`config.mk`:
```
export PLATFORM = sky130hd
export DESIGN_NAME = eeps_programmer_flat
export DESIGN_NICKNAME = d
export VERILOG_FILES = /design/src/include/eeps_pkg.sv /design/src/include/eeps_link_if.sv /design/src/rtl/eeps_programmer.sv /design/src/flat_wrapper.sv
export SDC_FILE = /design/constraint.sdc
export NUM_CORES = 1
export LEC_CHECK = 0
export ABC_AREA = 1
export BUFFER_PORTS_ARGS = -buffer_cell sky130_fd_sc_hd__buf_4
export CORE_UTILIZATION = 55
export DETAILED_ROUTE_END_ITERATION = 8
export GPL_TIMING_DRIVEN = 0
export PLACE_DENSITY = 0.85
export SYNTH_ARGS = -nofsm -noshare
export SYNTH_HDL_FRONTEND = slang
export SYNTH_SLANG_ARGS = --single-unit
export TNS_END_PERCENT = 5
```
`constraint.sdc`:
```
create_clock -name sys_clk -period 2.35 [get_ports sys_clk]
set_input_delay 0.235 -clock sys_clk [delete_from_list [all_inputs] [get_ports sys_clk]]
set_output_delay 0.235 -clock sys_clk [all_outputs]
set_load 0.05 [all_outputs]
```
`src/include/eeps_pkg.sv`:
```
package eeps_pkg;

  // ==========================================================
  // word and counter widths
  localparam int unsigned WORD_W = 20;
  localparam int unsigned BIT_W  = 5;
  localparam int unsigned CNT_W  = 22;
  localparam int unsigned WEAR_W = 16;

  // ==========================================================
  // timing, at a 100 MHz system clock
  localparam int unsigned CLK_KHZ    = 100000;
  localparam int unsigned PULSE_MS   = 25;
  localparam int unsigned SETTLE_US  = 20;
  localparam int unsigned GAP_US     = 1;
  localparam int unsigned PULSE_CYC  = PULSE_MS * CLK_KHZ;
  localparam logic [CNT_W-1:0] SETTLE_CYC = CNT_W'((SETTLE_US * CLK_KHZ + 999) / 1000);
  localparam logic [CNT_W-1:0] GAP_CYC    = CNT_W'((GAP_US * CLK_KHZ + 999) / 1000);
  localparam logic [CNT_W-1:0] SCLK_HALF_CYC = 22'h00000a;

  // ==========================================================
  // store contents and limits
  localparam logic [WORD_W-1:0] ERASED_WORD  = 20'hfffff;
  localparam logic [WORD_W-1:0] NV_INIT      = 20'h00000;
  localparam logic [WEAR_W-1:0] ENDURANCE_MIN = 16'h0064;
  localparam logic [BIT_W-1:0]  LAST_BIT     = 5'h13;

  // ==========================================================
  // programmer sequence
  typedef enum logic [3:0] {
    P_IDLE, P_ERASE_SETUP, P_ERASE_PULSE, P_ERASE_HOLD, P_LOAD,
    P_WRITE_SETUP, P_WRITE_PULSE, P_WRITE_HOLD, P_FINISH
  } eeps_state_type;

  // ==========================================================
  // helpers
  function automatic logic eeps_rise(input logic now, input logic prev);
    return now & ~prev;
  endfunction : eeps_rise

  function automatic logic eeps_fall(input logic now, input logic prev);
    return ~now & prev;
  endfunction : eeps_fall

  function automatic logic eeps_last(input logic [CNT_W-1:0] cnt, input logic [CNT_W-1:0] lim);
    return cnt == (lim - 22'h000001);
  endfunction : eeps_last

endpackage : eeps_pkg

```
`src/include/eeps_link_if.sv`:
```
`timescale 1ns/100ps
interface eeps_link_if;
  logic sec_write;
  logic staging_select;
  logic reload_control;
  logic pulse_erase;
  logic pulse_write;
  logic ser_clk;
  logic ser_data;

  modport device (
    input sec_write,
    input staging_select,
    input reload_control,
    input pulse_erase,
    input pulse_write,
    input ser_clk,
    input ser_data
  );

  modport programmer (
    output sec_write,
    output staging_select,
    output reload_control,
    output pulse_erase,
    output pulse_write,
    output ser_clk,
    output ser_data
  );
endinterface : eeps_link_if

```
`src/rtl/eeps_programmer.sv`:
```
// Contract
// - all twenty bits commit in parallel
// - write ANDs into store; erase first
// - erase: three lines high, one negative pulse; code drives a positive pulse
// - write: select low, others high, positive pulse
// - shift word into staging before write pulse
// - end programming by dropping reload control
// - keep reload control steady between load, write
// - store endures at least one hundred cycles
// - staging selected, copy after power stable
// - copy on delayed staging select rising edge
// - staging reloads from store, never serial data
// - staging drives synth when selected, reload low
// - shift on rising clock, lsb first
`timescale 1ns/100ps
module eeps_programmer #(
  parameter logic [eeps_pkg::CNT_W-1:0] PULSE_CYC = eeps_pkg::CNT_W'(eeps_pkg::PULSE_CYC)
) (
  input  wire logic                         sys_clk,
  input  wire logic                         rst_n,
  eeps_link_if.programmer                   link,
  input  wire logic                         start,
  input  wire logic                         abort,
  input  wire logic [eeps_pkg::WORD_W-1:0]  word_in,
  output logic                              busy,
  output logic                              done,
  output logic                              aborted
);

  // ==========================================================
  // state
  eeps_pkg::eeps_state_type    state_q, state_d;
  logic [eeps_pkg::CNT_W-1:0]  cnt_q, cnt_d;
  logic [eeps_pkg::BIT_W-1:0]  bit_q, bit_d;
  logic [eeps_pkg::WORD_W-1:0] word_q, word_d;
  logic sw_q, sw_d, sel_q, sel_d, load_q, load_d;
  logic ers_q, ers_d, wr_q, wr_d, sclk_q, sclk_d, sdat_q, sdat_d;
  logic busy_q, busy_d, done_q, done_d, abt_q, abt_d;
  logic [eeps_pkg::CNT_W-1:0]  cnt_inc;

  // ==========================================================
  // sequence
  always_comb begin
    state_d = state_q;
    cnt_inc = cnt_q + 22'h000001;
    cnt_d   = cnt_inc;
    bit_d   = bit_q;
    word_d  = word_q;
    sw_d    = sw_q;
    sel_d   = sel_q;
    load_d  = load_q;
    ers_d   = ers_q;
    wr_d    = wr_q;
    sclk_d  = sclk_q;
    sdat_d  = sdat_q;
    busy_d  = busy_q;
    done_d  = 1'b0;
    abt_d   = 1'b0;
    unique case (state_q)
      eeps_pkg::P_IDLE: begin
        cnt_d = '0;
        // idle lines leave the stored word in charge of the synthesizer
        sw_d   = 1'b0;
        sel_d  = 1'b1;
        load_d = 1'b0;
        if (start) begin
          word_d  = word_in;
          busy_d  = 1'b1;
          sw_d    = 1'b1;
          load_d  = 1'b1;
          state_d = eeps_pkg::P_ERASE_SETUP;
        end
      end
      eeps_pkg::P_ERASE_SETUP: begin
        if (eeps_pkg::eeps_last(cnt_q, eeps_pkg::GAP_CYC)) begin
          cnt_d   = '0;
          ers_d   = 1'b1;
          state_d = eeps_pkg::P_ERASE_PULSE;
        end
      end
      eeps_pkg::P_ERASE_PULSE: begin
        if (eeps_pkg::eeps_last(cnt_q, PULSE_CYC)) begin
          cnt_d   = '0;
          ers_d   = 1'b0;
          state_d = eeps_pkg::P_ERASE_HOLD;
        end
      end
      eeps_pkg::P_ERASE_HOLD: begin
        // the select line drops only a full gap after the pulse is gone
        if (eeps_pkg::eeps_last(cnt_q, eeps_pkg::GAP_CYC)) begin
          cnt_d   = '0;
          sw_d    = 1'b0;
          sel_d   = 1'b0;
          bit_d   = '0;
          sdat_d  = word_q[0];
          state_d = eeps_pkg::P_LOAD;
        end
      end
      eeps_pkg::P_LOAD: begin
        // reload control stays high from here until the write is over
        if (eeps_pkg::eeps_last(cnt_q, eeps_pkg::SCLK_HALF_CYC)) begin
          cnt_d = '0;
          if (!sclk_q) begin
            sclk_d = 1'b1;
          end else begin
            sclk_d = 1'b0;
            if (bit_q == eeps_pkg::LAST_BIT) begin
              sw_d    = 1'b1;
              state_d = eeps_pkg::P_WRITE_SETUP;
            end else begin
              bit_d  = bit_q + 5'h01;
              sdat_d = word_q[bit_q + 5'h01];
            end
          end
        end
      end
      eeps_pkg::P_WRITE_SETUP: begin
        if (eeps_pkg::eeps_last(cnt_q, eeps_pkg::GAP_CYC)) begin
          cnt_d   = '0;
          wr_d    = 1'b1;
          state_d = eeps_pkg::P_WRITE_PULSE;
        end
      end
      eeps_pkg::P_WRITE_PULSE: begin
        if (eeps_pkg::eeps_last(cnt_q, PULSE_CYC)) begin
          cnt_d   = '0;
          wr_d    = 1'b0;
          state_d = eeps_pkg::P_WRITE_HOLD;
        end
      end
      eeps_pkg::P_WRITE_HOLD: begin
        if (eeps_pkg::eeps_last(cnt_q, eeps_pkg::GAP_CYC)) begin
          cnt_d   = '0;
          load_d  = 1'b0;
          sw_d    = 1'b0;
          state_d = eeps_pkg::P_FINISH;
        end
      end
      eeps_pkg::P_FINISH: begin
        // raising select now lets the device reload the new word
        if (eeps_pkg::eeps_last(cnt_q, eeps_pkg::GAP_CYC)) begin
          cnt_d   = '0;
          sel_d   = 1'b1;
          busy_d  = 1'b0;
          done_d  = 1'b1;
          state_d = eeps_pkg::P_IDLE;
        end
      end
      default: begin
        cnt_d   = '0;
        state_d = eeps_pkg::P_IDLE;
      end
    endcase
    // abort kills any pulse and drops the mode lines in the same cycle, then returns to idle lines through P_FINISH
    if (abort && state_q != eeps_pkg::P_IDLE) begin
      ers_d   = 1'b0;
      wr_d    = 1'b0;
      sclk_d  = 1'b0;
      sw_d    = 1'b0;
      load_d  = 1'b0;
      sel_d   = 1'b0;
      cnt_d   = '0;
      busy_d  = 1'b0;
      abt_d   = 1'b1;
      state_d = eeps_pkg::P_FINISH;
    end
  end

  // ==========================================================
  // registers
  always_ff @(posedge sys_clk or negedge rst_n) begin
    if (!rst_n) begin
      state_q <= eeps_pkg::P_IDLE;
      cnt_q   <= '0;
      bit_q   <= '0;
      word_q  <= '0;
      sw_q    <= 1'b0;
      sel_q   <= 1'b1;
      load_q  <= 1'b0;
      ers_q   <= 1'b0;
      wr_q    <= 1'b0;
      sclk_q  <= 1'b0;
      sdat_q  <= 1'b0;
      busy_q  <= 1'b0;
      done_q  <= 1'b0;
      abt_q   <= 1'b0;
    end else begin
      state_q <= state_d;
      cnt_q   <= cnt_d;
      bit_q   <= bit_d;
      word_q  <= word_d;
      sw_q    <= sw_d;
      sel_q   <= sel_d;
      load_q  <= load_d;
      ers_q   <= ers_d;
      wr_q    <= wr_d;
      sclk_q  <= sclk_d;
      sdat_q  <= sdat_d;
      busy_q  <= busy_d;
      done_q  <= done_d;
      abt_q   <= abt_d;
    end
  end

  assign link.sec_write      = sw_q;
  assign link.staging_select = sel_q;
  assign link.reload_control = load_q;
  assign link.pulse_erase    = ers_q;
  assign link.pulse_write    = wr_q;
  assign link.ser_clk        = sclk_q;
  assign link.ser_data       = sdat_q;
  assign busy                = busy_q;
  assign done                = done_q;
  assign aborted             = abt_q;

endmodule : eeps_programmer

```
`src/flat_wrapper.sv`:
```
// flat-port wrapper written by rule: the top's interface ports become plain ports
module eeps_programmer_flat 
#(
  parameter logic [eeps_pkg::CNT_W-1:0] PULSE_CYC = eeps_pkg::CNT_W'(eeps_pkg::PULSE_CYC)
)
  (sys_clk, rst_n, start, abort, word_in, busy, done, aborted, link_sec_write, link_staging_select, link_reload_control, link_pulse_erase, link_pulse_write, link_ser_clk, link_ser_data);
  eeps_link_if link_i ();
  input  wire logic sys_clk;
  input  wire logic rst_n;
  input  wire logic start;
  input  wire logic abort;
  input  wire logic [eeps_pkg::WORD_W-1:0] word_in;
  output logic busy;
  output logic done;
  output logic aborted;
  output wire logic [$bits(link_i.sec_write)-1:0] link_sec_write;
  output wire logic [$bits(link_i.staging_select)-1:0] link_staging_select;
  output wire logic [$bits(link_i.reload_control)-1:0] link_reload_control;
  output wire logic [$bits(link_i.pulse_erase)-1:0] link_pulse_erase;
  output wire logic [$bits(link_i.pulse_write)-1:0] link_pulse_write;
  output wire logic [$bits(link_i.ser_clk)-1:0] link_ser_clk;
  output wire logic [$bits(link_i.ser_data)-1:0] link_ser_data;
  assign link_sec_write = link_i.sec_write;
  assign link_staging_select = link_i.staging_select;
  assign link_reload_control = link_i.reload_control;
  assign link_pulse_erase = link_i.pulse_erase;
  assign link_pulse_write = link_i.pulse_write;
  assign link_ser_clk = link_i.ser_clk;
  assign link_ser_data = link_i.ser_data;
  eeps_programmer #(.PULSE_CYC(PULSE_CYC)) u_core (.sys_clk(sys_clk), .rst_n(rst_n), .link(link_i), .start(start), .abort(abort), .word_in(word_in), .busy(busy), .done(done), .aborted(aborted));
endmodule
```
==> run summary <==
By startpoint and endpoint, the worst setup path is classified as reg -> reg. The cell count after synthesis came out at slightly below 500. After synthesis, the netlist uses 39 different library cells. The number of max-cap violations came out at 0. The number of routed nets with antenna violations came out at 0. At the pin with the least slew margin, the transition time is 742.3 ps. The async set-or-reset flop fraction in the synthesized netlist came out at 100.0%.

The CTS tree is built. For this design the ratio of total power to cell area is ~970 nW/µm². Entering global routing, the biggest net connects 62 pins. The hold buffer count at CTS is 1.

By area the synthesized netlist is led by sky130_fd_sc_hd__dfrtp_1 (41%), sky130_fd_sc_hd__nand2_1 (15%), sky130_fd_sc_hd__nor2_1 (6.4%). Combinational cells account for between 30% and 40% of the total power. The die is 83.25 µm tall. The weighted congestion reported at the end of routability-driven placement is a little over 0.9. The run finished with clean final reports. In this run, placement finished with an instance count of between 600 and 700. The post-DP HPWL is 5747 µm. The total global routing overflow is 0. For this run, the number of Yosys warnings is 0. The H-tree was split into 3 levels. The detailed router placed between 3,000 and 4,000 vias in this run. The cell internal power dissipation is 2430 µW. In this run, post-CTS repair resized a total of 0 instances. Global routing used about a quarter of the available tracks across all layers. sky130_fd_sc_hd__nand2_1 is the most common cell in the netlist. In this run the critical register-to-register path is captured at u_core.cnt_q[19]. The biggest fanout along the worst timing path is 10. Port buffering added 33 buffers. The area share of the leading cell type in the synthesized netlist is between 40 and 50%. The total power came out at 4093 µW. The number of global-route vias before repair came out at ~3,200. In this run the worst setup path terminates at u_core.cnt_q[19]. In this run the worst setup path begins at u_core.cnt_q[11]. The proportion of power drawn by the clock network came out at approximately a quarter. A synthesized cell averages 7.306 µm². The flop and latch count out of synthesis is between 60 and 70.

The data arrival at the endpoint of the critical path is ~2100 ps. The number of filler instances in the final layout is 552. The area of the die is between 6000 and 7000 µm². The clock latency at the later pin of the worst-skew pair is ~340 ps. The number of cells on the worst reg-to-reg path came out at 9.

The detailed-routing iteration count for the pre-antenna-repair pass came out at 5. The core footprint came out at about 6300 µm². The number of DRC markers after the initial detailed-route iteration came out at between 200 and 300. Measured along the x axis, the die boundary spans between 80 and 90 µm. The remaining routing DRC violations came out at 0. The share of synthesized area occupied by flip-flops and latches came out at between 40% and 50%. After clock tree synthesis, the clock-pin slew on the worst setup and hold paths is approximately 70 ps. CTS placed an instance of sky130_fd_sc_hd__clkbuf_8 at the clock tree root. The worst-case setup margin in the final layout came out at about 540 ps. The net switching power figure is 1663 µW. When the netlist entered floorplanning its net count stood at approximately 530. The final layout contains 570 nets. The switching power as a share of total power came out at between 40% and 50%. The number of synthesized flops with an enable pin came out at 0. The share of total power in sequential cells came out at 36.1%. In the final routed layout, each cell accounts on average for around 13 µm. The number of hold-slack violations in the final timing report is 0. The pre-CTS worst setup slack is slightly below 600 ps. The floorplan has 29 rows. The setup total negative slack came out at 0 ps. The predominant post-synthesis flop cell is sky130_fd_sc_hd__dfrtp_1. The total length of routed wires came out at around 8000 µm. The number of antenna violations at the first check in global routing was 0. The worst setup path is launched from a flop. The worst path required time came out at 2580 ps. For this run, the number of standard cells in the final layout without fillers is around 620. The CTS sink count is ~60. The share of the cycle needed by the critical path after routing came out at between 70% and 80%. Clock skew on the completed layout was measured at 9.571 ps. Setup repair after global routing left no endpoint under its margin. The number of clock buffers added by TritonCTS is 9. The commonest cells after synthesis are sky130_fd_sc_hd__nand2_1 (149), sky130_fd_sc_hd__nor2_1 (62), sky130_fd_sc_hd__dfrtp_1 (60), sky130_fd_sc_hd__inv_1 (57), sky130_fd_sc_hd__nand3_1 (34).

The effective utilization at floorplan came out at a little under three fifths. The critical path endpoint category is a flop. The number of antenna diodes came out at 0. The cell type contributing the most total cell area after synthesis is sky130_fd_sc_hd__dfrtp_1. The number of endpoints failing setup at the final stage came out at 0. The analysis attributes to cell leakage a power of about 0.0021 µW. The post-CTS setup repair buffer count is 0. The maximum vdd ir drop came out at between 0.6 and 0.7 mV. The area growth from synthesis to layout is 15.64%. Setup slack on the worst reg-to-reg path comes out at 540 ps. The via density per instance is roughly 5.3. The first-pass GRT wire length came out at 14,100 µm. The netlist area before placement is about 3600 µm².

The I/O pin count is 34. The fraction of final layout cells with drive strength greater than 1 is between 10% and 20%. Hold is met by between 80 and 90 ps. The final count of pins violating max slew is 0.

For this run, the top clock speed supported by timing is about 0.55 GHz. The minimum clock period after layout is 1814 ps. In this run the worst hold path is classified as in -> reg. Measured against its own limit, the worst slew margin works out to between 50 and 60%. The startpoint of the worst-slack reg-to-reg timing path is u_core.cnt_q[11].

The buffer depth of the longest clock path came out at 2.
==> per-stage QoR <==
stage,utilization [%],cell area (µm²)
after floorplan,-,3631
after global placement,62.60,3975
after detailed placement,62.60,3975
after CTS,66.13,4199
after global routing,66.13,4199
final,66.13,4199
==> power by group through the flow <==
| stage | registers, µW | clock network [µW] | logic [µW] |
|---|---|---|---|
| after global routing | 1510 | 1090 | 1760 |
| final | 1480 | 1030 | 1590 |
| after CTS | 1480 | 1040 | 1580 |
| after floorplan | 1670 | 0 | 970 |
| after detailed placement | 1500 | 0 | 1570 |
| after global placement | 1480 | 0 | 1540 |
==> layer usage <==
| metal | global-route usage [%] | routed length, µm | up-vias |
|---|---|---|---|
| met2 | 41.36 | 3807 | 125 |
| met5 | 0 | 0 | - |
| met3 | 3.777 | 377 | 16 |
| met4 | 10.34 | 159 | 0 |
| met1 | 32.88 | 3623 | 1528 |
| li1 | - | - | 1663 |
==> cell type report <==
type | count | area, µm² | area share [%]
Multi-Input combinational cell | 361 | 1799 | 42.85
Sequential cell | 61 | 1528 | 36.38
Timing Repair Buffer | 34 | 257.7 | 6.138
Inverter | 66 | 247.7 | 5.900
Clock buffer | 9 | 123.9 | 2.950
Tap cell | 77 | 96.34 | 2.294
Clock inverter | 7 | 90.09 | 2.145
Buffer | 9 | 56.30 | 1.341
==> logic make-up (layout without fill, tap and decap cells) <==
logic type               Yosys count  in the layout  share of synthesized area (%)
AND/OR/NAND/NOR                  294            294                          36.91
adder cells (fa/ha/maj)            4              4                          1.378
XOR/XNOR                          16             16                          3.860
flip-flops                        61             61                          42.07
AO/OA/AOI/OAI                     47             47                          7.409
buffers and inverters             75            125                          8.374
==> sequential cells by signal, summed over array words and instances, names as in the netlist, 4 cells and up <==
name	count
u_core.bit_q	5
u_core.word_q	20
u_core.state_q	4
u_core.cnt_q	22
==> worst max-delay path, cell delays in order (launching register included) <==
cell and delay [ps]:
sky130_fd_sc_hd__dfrtp_1 410, sky130_fd_sc_hd__nor2_1 190, sky130_fd_sc_hd__nand2_1 140, sky130_fd_sc_hd__nor2_4 190, sky130_fd_sc_hd__nand3_4 160, sky130_fd_sc_hd__nand2_1 130
sky130_fd_sc_hd__nand3_2 120, sky130_fd_sc_hd__nand2_4 150, sky130_fd_sc_hd__buf_6 160, sky130_fd_sc_hd__nor2_1 60
==> placed cells by master (no fill, tap or decap), drive strengths merged, types with 5 or more instances in the layout <==
master	synthesis	routed
nor2	73	73
nand4	9	9
nor3	12	12
a21oi	11	11
nand2	157	157
clkinv	2	5
clkbuf	3	12
inv	64	64
o21ai	24	24
nand3	39	39
xor2	14	14
dfrtp	60	60
buf	6	39
==> worst min path at each step <==
stage,startpoint,end,slack (ps),cells past startpoint
after detailed placement,rst_n,u_core.cnt_q[19],360,1
after floorplan,rst_n,u_core.aborted,-60,0
final,word_in[15],u_core.word_q[15],90,3
after global routing,word_in[7],u_core.word_q[7],90,3
after global placement,rst_n,u_core.cnt_q[16],350,1
after CTS,word_in[15],u_core.word_q[15],80,3
(Power assumes the default switching activity.)
